File: src/tamper_monitor_regs.vh
// Register map, field positions and reset values of the waveform
// threshold and neutral imbalance monitor.
// Assumes word addresses on the decoded serial register port.
`ifndef TAMPER_MONITOR_REGS_VH
`define TAMPER_MONITOR_REGS_VH

// Register addresses
`define ADDR_OVERVOLTAGE_THR 8'h00
`define ADDR_OVERCURRENT_THR 8'h01
`define ADDR_IMBALANCE_THR 8'h02
`define ADDR_PHASE_CURRENT_TOTAL 8'h03
`define ADDR_PRIMARY_FLAGS 8'h04
`define ADDR_SECONDARY_FLAGS 8'h05
`define ADDR_SECONDARY_ENABLES 8'h06
`define ADDR_PHASE_FLAGS 8'h07
`define ADDR_THIRD_CONFIG 8'h08
`define ADDR_NEUTRAL_RMS 8'h09

// Field positions
`define BIT_SAMPLE_DONE 17
`define BIT_CURRENT_EXCESS 17
`define BIT_VOLTAGE_EXCESS 18
`define BIT_IMBALANCE 20
`define LSB_VOLTAGE_PHASE 9
`define LSB_CURRENT_PHASE 3
`define BIT_RMS_SOURCE 2

// Reset values
`define FULL_SCALE_CODE 24'h514791
`define RST_OVERVOLTAGE_THR 24'h514791
`define RST_OVERCURRENT_THR 24'h514791
`define RST_IMBALANCE_THR 24'h000000

`endif

File: src/abs_exceed.v
// Magnitude comparator for one signed waveform sample.
// Assumes the limit is an unsigned level; a zero limit always hits.
`default_nettype none

module abs_exceed #(
  parameter W = 24
) (
  // Sample and level
  input wire [W-1:0] sample,
  input wire [W-1:0] limit,
  // Result
  output wire exceed
);

  wire [W-1:0] negSample;
  wire [W-1:0] magnitude;

  // Most negative code maps to 2^(W-1), which still fits unsigned
  assign negSample = ~sample + {{(W-1){1'b0}}, 1'b1};
  assign magnitude = sample[W-1] ? negSample : sample;
  assign exceed = (limit == {W{1'b0}}) | (magnitude > limit);

endmodule // abs_exceed

`default_nettype wire

File: src/tamper_monitor.v
// Waveform threshold and neutral current imbalance monitor.
// Assumes one sampleValid pulse per 8 kHz sample period with all seven
// waveform samples valid in that cycle, and a decoded register port.
// Operation
// - Compare sample magnitudes with unsigned limits
// - Full-scale limit detects only samples above full scale
// - Zero limit detects excess on every sample
// - Voltage and current limits read as 32 bits, top byte zero
// - Sum three phase currents into 28 bits
// - Sum each sample; sample-done flag marks it
// - Compare magnitude gap against imbalance limit
// - Gap above limit sets imbalance flag
// - Enabled imbalance flag pulls request line low
// - Write one clears imbalance, releases line
// - Signed limit, reset zero, nonpositive always trips
// - Imbalance limit uses current converter scale
// - Sum reads as 32 bits, top nibble zero
// - Imbalance limit sign-extended to 28 bits
// - Source select stores sum rms as neutral
// - Overvoltage sets flag and phase bit
// - Overcurrent sets flag and phase bit
// - Clearing voltage flag clears voltage phase bits
`default_nettype none
`include "tamper_monitor_regs.vh"

module tamper_monitor (
  // Clock and reset
  input wire clk,
  input wire rst,
  // Waveform samples, valid with sampleValid
  input wire sampleValid,
  input wire [23:0] phaseAVoltageSample,
  input wire [23:0] phaseBVoltageSample,
  input wire [23:0] phaseCVoltageSample,
  input wire [23:0] phaseACurrentSample,
  input wire [23:0] phaseBCurrentSample,
  input wire [23:0] phaseCCurrentSample,
  input wire [23:0] neutralCurrentSample,
  // Results from the rms engine
  input wire rmsValid,
  input wire [23:0] rmsOfSum,
  input wire [23:0] rmsOfNeutral,
  // Register port
  input wire regWr,
  input wire regRd,
  input wire [7:0] regAddr,
  input wire [31:0] regWrData,
  output wire [31:0] regRdData,
  output wire regRdValid,
  // Request line toward the host
  output wire secondaryRequestLineN
);

  reg [23:0] overvoltageThreshold_r;
  reg [23:0] overcurrentThreshold_r;
  reg [23:0] imbalanceThreshold_r;
  reg [27:0] phaseCurrentTotal_r;
  reg sampleDoneFlag_r;
  reg voltageExcessFlag_r;
  reg currentExcessFlag_r;
  reg neutralImbalanceFlag_r;
  reg [2:0] voltageExcessPhaseBits_r;
  reg [2:0] currentExcessPhaseBits_r;
  reg enVoltage_r;
  reg enCurrent_r;
  reg enImbalance_r;
  reg neutralRmsSourceSelect_r;
  reg [23:0] neutralRmsValue_r;
  reg [31:0] regRdData_r;
  reg regRdValid_r;
  reg secondaryRequestLineN_r;

  reg [31:0] rdMux;

  // Six magnitude comparators, voltages first then currents
  wire [143:0] chanSamples;
  wire [5:0] chanHit;
  wire [2:0] voltageHit;
  wire [2:0] currentHit;

  assign chanSamples = {phaseCCurrentSample, phaseBCurrentSample,
                        phaseACurrentSample, phaseCVoltageSample,
                        phaseBVoltageSample, phaseAVoltageSample};

  genvar g;
  generate
    for (g = 0; g < 6; g = g + 1) begin : chanCmp
      abs_exceed #(
        .W(24)
      ) abs_exceed_inst (
        .sample(chanSamples[g*24 +: 24]),
        .limit(g < 3 ? overvoltageThreshold_r : overcurrentThreshold_r),
        .exceed(chanHit[g])
      );
    end
  endgenerate

  assign voltageHit = chanHit[2:0] & {3{sampleValid}};
  assign currentHit = chanHit[5:3] & {3{sampleValid}};

  // Phase current sum and neutral comparison
  wire [27:0] iaWide;
  wire [27:0] ibWide;
  wire [27:0] icWide;
  wire [27:0] inWide;
  wire [27:0] totalNxt;
  wire [27:0] absTotal;
  wire [27:0] absNeutral;
  wire [27:0] magnitudeGap;
  wire [27:0] imbalanceLimit;
  wire limitNonPositive;
  wire imbalanceHit;

  assign iaWide = {{4{phaseACurrentSample[23]}}, phaseACurrentSample};
  assign ibWide = {{4{phaseBCurrentSample[23]}}, phaseBCurrentSample};
  assign icWide = {{4{phaseCCurrentSample[23]}}, phaseCCurrentSample};
  assign inWide = {{4{neutralCurrentSample[23]}}, neutralCurrentSample};
  // Three 24-bit codes cannot overflow 28 bits
  assign totalNxt = iaWide + ibWide + icWide;
  assign absTotal = totalNxt[27] ? (28'h0000000 - totalNxt) : totalNxt;
  assign absNeutral = inWide[27] ? (28'h0000000 - inWide) : inWide;
  assign magnitudeGap = (absTotal >= absNeutral) ?
                        (absTotal - absNeutral) :
                        (absNeutral - absTotal);
  // Limit shares the raw current code scale, no rescaling
  assign imbalanceLimit = {{4{imbalanceThreshold_r[23]}},
                           imbalanceThreshold_r};
  assign limitNonPositive = imbalanceLimit[27] |
                            (imbalanceLimit == 28'h0000000);
  // Limit is positive whenever the magnitude compare decides
  assign imbalanceHit = sampleValid &
                        (limitNonPositive |
                         (magnitudeGap > imbalanceLimit));

  // Register write decode
  wire wrOverV;
  wire wrOverI;
  wire wrImbal;
  wire wrPrimary;
  wire wrSecondary;
  wire wrEnables;
  wire wrConfig;
  wire clrSampleDone;
  wire clrVoltage;
  wire clrCurrent;
  wire clrImbalance;

  assign wrOverV = regWr & (regAddr == `ADDR_OVERVOLTAGE_THR);
  assign wrOverI = regWr & (regAddr == `ADDR_OVERCURRENT_THR);
  assign wrImbal = regWr & (regAddr == `ADDR_IMBALANCE_THR);
  assign wrPrimary = regWr & (regAddr == `ADDR_PRIMARY_FLAGS);
  assign wrSecondary = regWr & (regAddr == `ADDR_SECONDARY_FLAGS);
  assign wrEnables = regWr & (regAddr == `ADDR_SECONDARY_ENABLES);
  assign wrConfig = regWr & (regAddr == `ADDR_THIRD_CONFIG);
  assign clrSampleDone = wrPrimary & regWrData[`BIT_SAMPLE_DONE];
  assign clrVoltage = wrSecondary & regWrData[`BIT_VOLTAGE_EXCESS];
  assign clrCurrent = wrSecondary & regWrData[`BIT_CURRENT_EXCESS];
  assign clrImbalance = wrSecondary & regWrData[`BIT_IMBALANCE];

  // Thresholds and configuration
  always @(posedge clk or posedge rst) begin
    if (rst) begin
      overvoltageThreshold_r <= `RST_OVERVOLTAGE_THR;
      overcurrentThreshold_r <= `RST_OVERCURRENT_THR;
      imbalanceThreshold_r <= `RST_IMBALANCE_THR;
      enVoltage_r <= 1'b0;
      enCurrent_r <= 1'b0;
      enImbalance_r <= 1'b0;
      neutralRmsSourceSelect_r <= 1'b0;
    end else begin
      // Upper byte of a written word is dropped
      if (wrOverV) begin
        overvoltageThreshold_r <= regWrData[23:0];
      end
      if (wrOverI) begin
        overcurrentThreshold_r <= regWrData[23:0];
      end
      // Bits above the 24-bit code are ignored on write
      if (wrImbal) begin
        imbalanceThreshold_r <= regWrData[23:0];
      end
      if (wrEnables) begin
        enVoltage_r <= regWrData[`BIT_VOLTAGE_EXCESS];
        enCurrent_r <= regWrData[`BIT_CURRENT_EXCESS];
        enImbalance_r <= regWrData[`BIT_IMBALANCE];
      end
      if (wrConfig) begin
        neutralRmsSourceSelect_r <= regWrData[`BIT_RMS_SOURCE];
      end
    end
  end

  // Sum, rms capture and event flags; a new event beats a clear
  always @(posedge clk or posedge rst) begin
    if (rst) begin
      phaseCurrentTotal_r <= 28'h0000000;
      neutralRmsValue_r <= 24'h000000;
      sampleDoneFlag_r <= 1'b0;
      voltageExcessFlag_r <= 1'b0;
      currentExcessFlag_r <= 1'b0;
      neutralImbalanceFlag_r <= 1'b0;
      voltageExcessPhaseBits_r <= 3'h0;
      currentExcessPhaseBits_r <= 3'h0;
    end else begin
      if (sampleValid) begin
        phaseCurrentTotal_r <= totalNxt;
      end
      if (rmsValid) begin
        neutralRmsValue_r <= neutralRmsSourceSelect_r ?
                             rmsOfSum : rmsOfNeutral;
      end
      sampleDoneFlag_r <= (sampleDoneFlag_r & ~clrSampleDone) |
                          sampleValid;
      voltageExcessFlag_r <= (voltageExcessFlag_r & ~clrVoltage) |
                             (|voltageHit);
      voltageExcessPhaseBits_r <= (voltageExcessPhaseBits_r &
                                   ~{3{clrVoltage}}) | voltageHit;
      currentExcessFlag_r <= (currentExcessFlag_r & ~clrCurrent) |
                             (|currentHit);
      currentExcessPhaseBits_r <= (currentExcessPhaseBits_r &
                                   ~{3{clrCurrent}}) | currentHit;
      neutralImbalanceFlag_r <= (neutralImbalanceFlag_r & ~clrImbalance) |
                                imbalanceHit;
    end
  end

  // Request line follows the flags one cycle later
  always @(posedge clk or posedge rst) begin
    if (rst) begin
      secondaryRequestLineN_r <= 1'b1;
    end else begin
      secondaryRequestLineN_r <= ~((voltageExcessFlag_r & enVoltage_r) |
                                   (currentExcessFlag_r & enCurrent_r) |
                                   (neutralImbalanceFlag_r &
                                    enImbalance_r));
    end
  end

  // Read multiplexer; unmapped addresses read zero
  always @* begin
    rdMux = 32'h00000000;
    case (regAddr)
      `ADDR_OVERVOLTAGE_THR: begin
        rdMux = {8'h00, overvoltageThreshold_r};
      end
      `ADDR_OVERCURRENT_THR: begin
        rdMux = {8'h00, overcurrentThreshold_r};
      end
      `ADDR_IMBALANCE_THR: begin
        rdMux = {4'h0, imbalanceLimit};
      end
      `ADDR_PHASE_CURRENT_TOTAL: begin
        rdMux = {4'h0, phaseCurrentTotal_r};
      end
      `ADDR_PRIMARY_FLAGS: begin
        rdMux[`BIT_SAMPLE_DONE] = sampleDoneFlag_r;
      end
      `ADDR_SECONDARY_FLAGS: begin
        rdMux[`BIT_VOLTAGE_EXCESS] = voltageExcessFlag_r;
        rdMux[`BIT_CURRENT_EXCESS] = currentExcessFlag_r;
        rdMux[`BIT_IMBALANCE] = neutralImbalanceFlag_r;
      end
      `ADDR_SECONDARY_ENABLES: begin
        rdMux[`BIT_VOLTAGE_EXCESS] = enVoltage_r;
        rdMux[`BIT_CURRENT_EXCESS] = enCurrent_r;
        rdMux[`BIT_IMBALANCE] = enImbalance_r;
      end
      `ADDR_PHASE_FLAGS: begin
        rdMux[`LSB_VOLTAGE_PHASE +: 3] = voltageExcessPhaseBits_r;
        rdMux[`LSB_CURRENT_PHASE +: 3] = currentExcessPhaseBits_r;
      end
      `ADDR_THIRD_CONFIG: begin
        rdMux[`BIT_RMS_SOURCE] = neutralRmsSourceSelect_r;
      end
      `ADDR_NEUTRAL_RMS: begin
        rdMux = {8'h00, neutralRmsValue_r};
      end
      default: begin
        rdMux = 32'h00000000;
      end
    endcase
  end

  // Read data is registered so the port sees a clean word
  always @(posedge clk or posedge rst) begin
    if (rst) begin
      regRdData_r <= 32'h00000000;
      regRdValid_r <= 1'b0;
    end else begin
      regRdValid_r <= regRd;
      if (regRd) begin
        regRdData_r <= rdMux;
      end
    end
  end

  assign regRdData = regRdData_r;
  assign regRdValid = regRdValid_r;
  assign secondaryRequestLineN = secondaryRequestLineN_r;

endmodule // tamper_monitor

`default_nettype wire

File: config.mk
export PLATFORM = sky130hd
export DESIGN_NAME = tamper_monitor
export DESIGN_NICKNAME = d
export VERILOG_FILES = /design/src/abs_exceed.v /design/src/tamper_monitor.v
export VERILOG_INCLUDE_DIRS = /design/src /design/src/src
export SDC_FILE = /design/constraint.sdc
export NUM_CORES = 1
export LEC_CHECK = 0
export BUFFER_PORTS_ARGS = -buffer_cell sky130_fd_sc_hd__buf_2
export CAP_MARGIN = 20
export CELL_PAD_IN_SITES_DETAIL_PLACEMENT = 0
export CELL_PAD_IN_SITES_GLOBAL_PLACEMENT = 2
export CORE_UTILIZATION = 36
export DETAILED_ROUTE_END_ITERATION = 12
export PLACE_DENSITY_LB_ADDON = 0.1
export SLEW_MARGIN = 20
export SYNTH_ARGS = -nofsm -noshare
export SYNTH_HDL_FRONTEND = slang
export SYNTH_SLANG_ARGS = --single-unit
File: constraint.sdc
create_clock -name clk -period 9.4 [get_ports clk]
set_clock_uncertainty 0.2 [all_clocks]
set_input_delay 2.82 -clock clk [delete_from_list [all_inputs] [get_ports clk]]
set_output_delay 2.82 -clock clk [all_outputs]
set_load 0.005 [all_outputs]
## Word level (Yosys, flattened, before mapping)

Cells that the tools add are included.

- $add $sub $neg: 12
- Multipliers: 0
- Divide/modulo/power cells: 0
- Magnitude comparators: 8
- Eq/ne operators: 9
- Shift operators: 0
- Mux-type cells: 21
- Bitwise operators: 52
- Reduce and logical (&&, ||, !) cells: 6

Operators by type and width:

| cell | count |
|---|---|
| $mux W24 | 7 |
| $add A24 B1 Y24 const B | 6 |
| $gt A24 B24 Y1 | 6 |
| $not A24 Y24 | 6 |
| $mux W28 | 3 |
| $sub A28 B28 Y28 | 2 |
| $logic_not A24 Y1 | 2 |
| $pmux W3 S6 | 2 |
| $pmux W7 S5 | 1 |
| $eq A8 B3 Y1 const B | 4 |
| $ge A28 B28 Y1 | 1 |
| $gt A28 B28 Y1 | 1 |
| $logic_not A28 Y1 | 1 |
| $sub A1 B26 Y27 const A | 1 |
| $add A25 B24 Y26 | 1 |
| $add A24 B24 Y25 | 1 |
| $pmux W5 S5 | 1 |
| $sub A1 B24 Y25 const A | 1 |
| $and A1 B1 Y1 | 19 |
| $eq A8 B2 Y1 const B | 2 |
| $eq A8 B4 Y1 const B | 2 |
| $pmux W3 S5 | 1 |
| $or A1 B1 Y1 | 14 |
| $pmux W1 S7 | 2 |
| other kinds (11) | 21 |

- Register bits after elaboration: 170
- Bits in latches: 0
- Memory bits (writable): 0
- Bits in read-only memories: 0
- Input bits: 262
- Word-level logic and storage cells: 126
- Memories: 0

## Depth between registers and ports, before layout

- Depth in word-level cells: 10
- Gate-level depth with buffers: 38
- Mapped depth without buffers: 33

## Modules after synthesis

From an unflattened synthesis, not the netlist that was laid out.

- Cell total of the unflattened synthesis: 2,479
- Area, all modules: 20,791.2 um2

Modules (own cells, without submodules):

| module | times used | cells each | area each (um2) |
|---|---|---|---|
| tamper_monitor | 1 | 1,502 | 13,838.3 |
| abs_exceed (chanCmp[0].abs_exceed_inst ...) | 4 | 165 | 1,171.1 |
| abs_exceed (chanCmp[4].abs_exceed_inst) | 1 | 157 | 1,136.1 |
| abs_exceed (chanCmp[1].abs_exceed_inst) | 1 | 160 | 1,132.3 |

## Worst setup path after synthesis

No wires, ideal clock.

- Path type: input port to flip-flop
- Start: input phaseACurrentSample[1]
- End: register neutralImbalanceFlag_r
- Setup time: 0.140 ns
- Arrival time: 9.656 ns
- Path slack: -0.596 ns
- Stages on the path: 32
- Path buffers: 2
- Path through: fa_1 ha_1 inv_1 fa_1 nor2b_1 o31ai_1 a211o_1 and3_1 nor3_1 nor4_2 and3_2 a41o_1 xnor2_1 ha_1 clkbuf_1 nand2_1 nor4_1 and4_1 o31ai_1 nand2_1 clkbuf_1 mux2i_1 xnor2_1 ha_1 a21o_1 a21o_1 a21oi_1 nor2_1 a2111oi_0 nor2_1 a2111oi_0 a31oi_1

- Longest elaborated chain between the ends: 10

Ends and longest elaborated chain:

| item | line | source |
|---|---|---|
| start, declared | tamper_monitor.v:35 | `input wire [23:0] phaseACurrentSample,` |
| $add A24 B24 Y25 * | tamper_monitor.v:119 | `assign totalNxt = iaWide + ibWide + icWide;` |
| $add A25 B24 Y26 * | tamper_monitor.v:119 |  |
| $sub A1 B26 Y27 | tamper_monitor.v:120 | `assign absTotal = totalNxt[27] ? (28'h0000000 - totalNxt) : totalNxt;` |
| $mux W28 * | tamper_monitor.v:120 |  |
| $sub A28 B28 Y28 (tied with other cells) | tamper_monitor.v:124 | `(absNeutral - absTotal);` |
| $mux W28 * | tamper_monitor.v:122 | `assign magnitudeGap = (absTotal >= absNeutral) ?` |
| $gt A28 B28 Y1 * | tamper_monitor.v:133 | `(magnitudeGap > imbalanceLimit));` |
| $or A1 B1 Y1 * | tamper_monitor.v:132 | `(limitNonPositive \|` |
| $and A1 B1 Y1 * | tamper_monitor.v:131 | `assign imbalanceHit = sampleValid &` |
| $or A1 B1 Y1 * | tamper_monitor.v:222 | `neutralImbalanceFlag_r <= (neutralImbalanceFlag_r & ~clrImbalance) \|` |
| end signal, assigned | tamper_monitor.v:222 |  |
| end, declared | tamper_monitor.v:61 | `reg neutralImbalanceFlag_r;` |

Every way passes the cells marked *; elsewhere a longest branch is shown, timed or not.
A chain may end at the register's enable or synchronous reset.

## Worst setup path in the final report

- Start: input phaseACurrentSample[5]
- End: register neutralImbalanceFlag_r

The elaborated chain is that of the path after synthesis.

==> flow_summary_export.csv <==
group,metric,value,unit
logic_synthesis,synth_seq_area_share,20.7,%
floorplan,start_util,36.7,%
global_route,antenna_found_initial,6,
min_path,min_path_type,"flop to flop",
finish,fin_area,0.0266,mm^2
routing,vias_per_cell,5.44,
routing,drt_first_pass_iters,7,
power_and_ir_drop,p_per_area,250,mW/mm^2
critical_path,worstPathArrival,9690,ps
logic_synthesis,synth_area_leaders,"dfrtp_1 (18%), ha_1 (16%), xnor2_1 (8.6%)",
global_route,grt_pass1_wl,119000,um
critical_path,cp_slowest_cell,"or4b_1",
routing,vias,20381,
cts,clock_latency,440,ps
critical_path,critPathBufInv,6,
routing,wirelength,79200,um
logic_synthesis,synth_most_common_cell,"ha_1",
critical_path,max_stage_delay,590,ps
finish,area_growth,33.4,%
routing,drc,0,
placement,place_hpwl,66900,um
global_route,grt.met3_usage,2.74,%
placement,finalWeightedCongestion,0.946,
global_route,grt_max_degree,61,
timing,fin_crit_sh,102,%
placement,postPlaceCellArea,0.0251,mm^2
timing,final-setup-viol-count,1,
logic_synthesis,synth_top_cells_by_count,"ha_1 (260), xnor2_1 (195), nand2_1 (178), a21oi_1 (164), inv_1 (150)",
logic_synthesis,synth_edf_count,0,
timing,rsz0062_at_grt,"true",
routing,avgRoutedWirePerCell,21.1,um
timing,tightest_slew,1000,ps
timing,layout_min_cycle_time,9590,ps
floorplan,coreArea,0.0543,mm^2
critical_path,worstPathMaxFanout,6,
critical_path,worst-endpoint-required,9500,ps
timing,setup_ws,-193,ps
floorplan,core.rowCount,85,
floorplan,die_h,237,um
cts,hold_buffers,0,
floorplan,dieWidth,237,um
logic_synthesis,synth_top_cell_by_area,"dfrtp_1",
timing,hold-worst-slack,283,ps
placement,io_buffer_count,283,
timing,slew_viol_final,0,
cts,root_buffer,"clkbuf_16",
global_route,grtUsageMet2,44.9,%
run,maxCapViolations,0,
logic_synthesis,synthCells,2346,
logic_synthesis,async_flop_share,100,%
power_and_ir_drop,power,6.66,mW
logic_synthesis,synth_top_area_share,17.9,%
outcome,status,"finished, violations left",
logic_synthesis,synth_ff_type,"dfrtp_1",
critical_path,critPathTopFamily,"compound AO/OA/AOI/OAI gates",
global_route,grt_usage,27.5,%
global_route,overflow,0,
cts,cts_inserted_buffers,17,
power_and_ir_drop,ir_drop,0.000139,V
global_route,top_usage_layer,"met2",
finish,nNetsFinal,3539,
floorplan,io_pins,296,
logic_synthesis,synth-seq-cells,164,
logic_synthesis,syn_area_per_cell,8.51,um^2
routing,drtIter0Drc,1308,
logic_synthesis,synth_area,0.0200,mm^2
routing,ant_nets,0,
cts,cts_sinks,164,
logic_synthesis,yosysWarnings,0,
cts,cts.clk_slew.worst_paths,70,ps
floorplan,die-area,0.0564,mm^2
outcome,violations,"negative setup slack",
global_route,grtUsageMet1,38.5,%
global_route,grt_pass1_vias,19999,
cts,cts.htree.levels,4,
timing,hold_viol,0,
finish,drive_above_1_share,32.6,%
timing,fmax,104,MHz
placement,pre_cts_ws,-1350,ps
critical_path,criticalPathCategory,"input port to flop",
cts,tritoncts,"done",
critical_path,crit_path_start_kind,"input port",
timing,maxSlewHeadroom,33.1,%
logic_synthesis,synthDistinctLibCells,89,
critical_path,cp-end-kind,"flop",
power_and_ir_drop,p_leak,12.2,nW
cts,clock_path_buffers,2,
==> final timing paths <==
check / startpoint / end / slack [ps] / cells after the start
max: phaseACurrentSample[5] / neutralImbalanceFlag_r / -190 / 32
min: currentExcessPhaseBits_r[0] / currentExcessPhaseBits_r[0] / 280 / 1
max reg2reg: overcurrentThreshold_r[9] / currentExcessFlag_r / 5940 / 9
min in group asynchronous: rst / neutralRmsValue_r[13] / 2230 / 2
min reg2reg: currentExcessPhaseBits_r[0] / currentExcessPhaseBits_r[0] / 280 / 1
max in group asynchronous: rst / imbalanceThreshold_r[12] / 5590 / 3
==> through the flow <==
stage | TNS (ps) | instances | util, %
floorplan | 0 | 2358 | -
global placement | -1240 | 3686 | 46.1
detailed placement | -1350 | 3687 | 46.2
CTS | -182 | 3727 | 48.0
global route | -563 | 3744 | 49.0
finish | -193 | 3747 | 49.0
==> final cells by class <==
class / instances / area (um^2)
Clock inverter: 15 / 171
Antenna cell: 5 / 12.5
Timing Repair Buffer: 707 / 4650
Tap cell: 739 / 925
Inverter: 150 / 568
Clock buffer: 17 / 425
Sequential cell: 164 / 4130
Multi-Input combinational cell: 1950 / 15800
Fill cell: 5260 / 27700
==> worst register-to-register path: stages (launching register included) <==
cell and delay, ps:
dfstp_2 570, inv_1 140, ha_1 360, a21o_1 190, a21o_1 160, a21oi_1 160
o21ai_0 150, a2111oi_0 670, a21oi_1 290, a2111o_1 450
==> state kept, by name (all words and copies together), names as in the netlist <==
signal,count
phaseCurrentTotal_r,26
regRdData,26
imbalanceThreshold_r,24
neutralRmsValue_r,24
overcurrentThreshold_r,24
overvoltageThreshold_r,24
currentExcessPhaseBits_r,3
voltageExcessPhaseBits_r,3
currentExcessFlag_r,1
enCurrent_r,1
enImbalance_r,1
enVoltage_r,1
neutralImbalanceFlag_r,1
neutralRmsSourceSelect_r,1
regRdValid,1
sampleDoneFlag_r,1
secondaryRequestLineN,1
voltageExcessFlag_r,1
==> cell families after synthesis <==
family                   share of synthesized area [%]
AND/OR/NAND/NOR                                   16.9
adder cells (fa/ha/maj)                           19.0
flip-flops                                        20.7
AO/OA/AOI/OAI                                     21.0
XOR/XNOR                                          9.87
other                                           0.0376
buffers and inverters                             4.79
multiplexers                                      7.64
==> cells in the final DEF (no fill, tap or decap), types with 71 or more instances in the layout <==
cell type,n
a21o_1,81
a21oi_1,153
buf_2,282
buf_4,417
dfrtp_1,143
ha_1,247
inv_1,148
mux2_2,71
nand2_1,172
nor2_1,137
o21ai_0,120
xnor2_1,187
==> power breakdown <==
| group | switching (mW) | internal, mW |
|---|---|---|
| clock | 0.319 | 0.378 |
| combinational | 2.62 | 2.45 |
| sequential | 0.0925 | 0.800 |
==> repair_timing <==
action | CTS | global route
endpoints found under the setup margin | 1 | 1
setup buffers | 7 | 15
pin swaps | 20 | 60
cloned | 1 | 0
gates resized for setup | 65 | 79
==> metal layers <==
metal	part of all wire, %	up-vias
met5	0	-
met4	2.8	0
met3	4.4	94
met2	46	537
met1	47	9863
li1	-	9887
(Power assumes the default switching activity.)
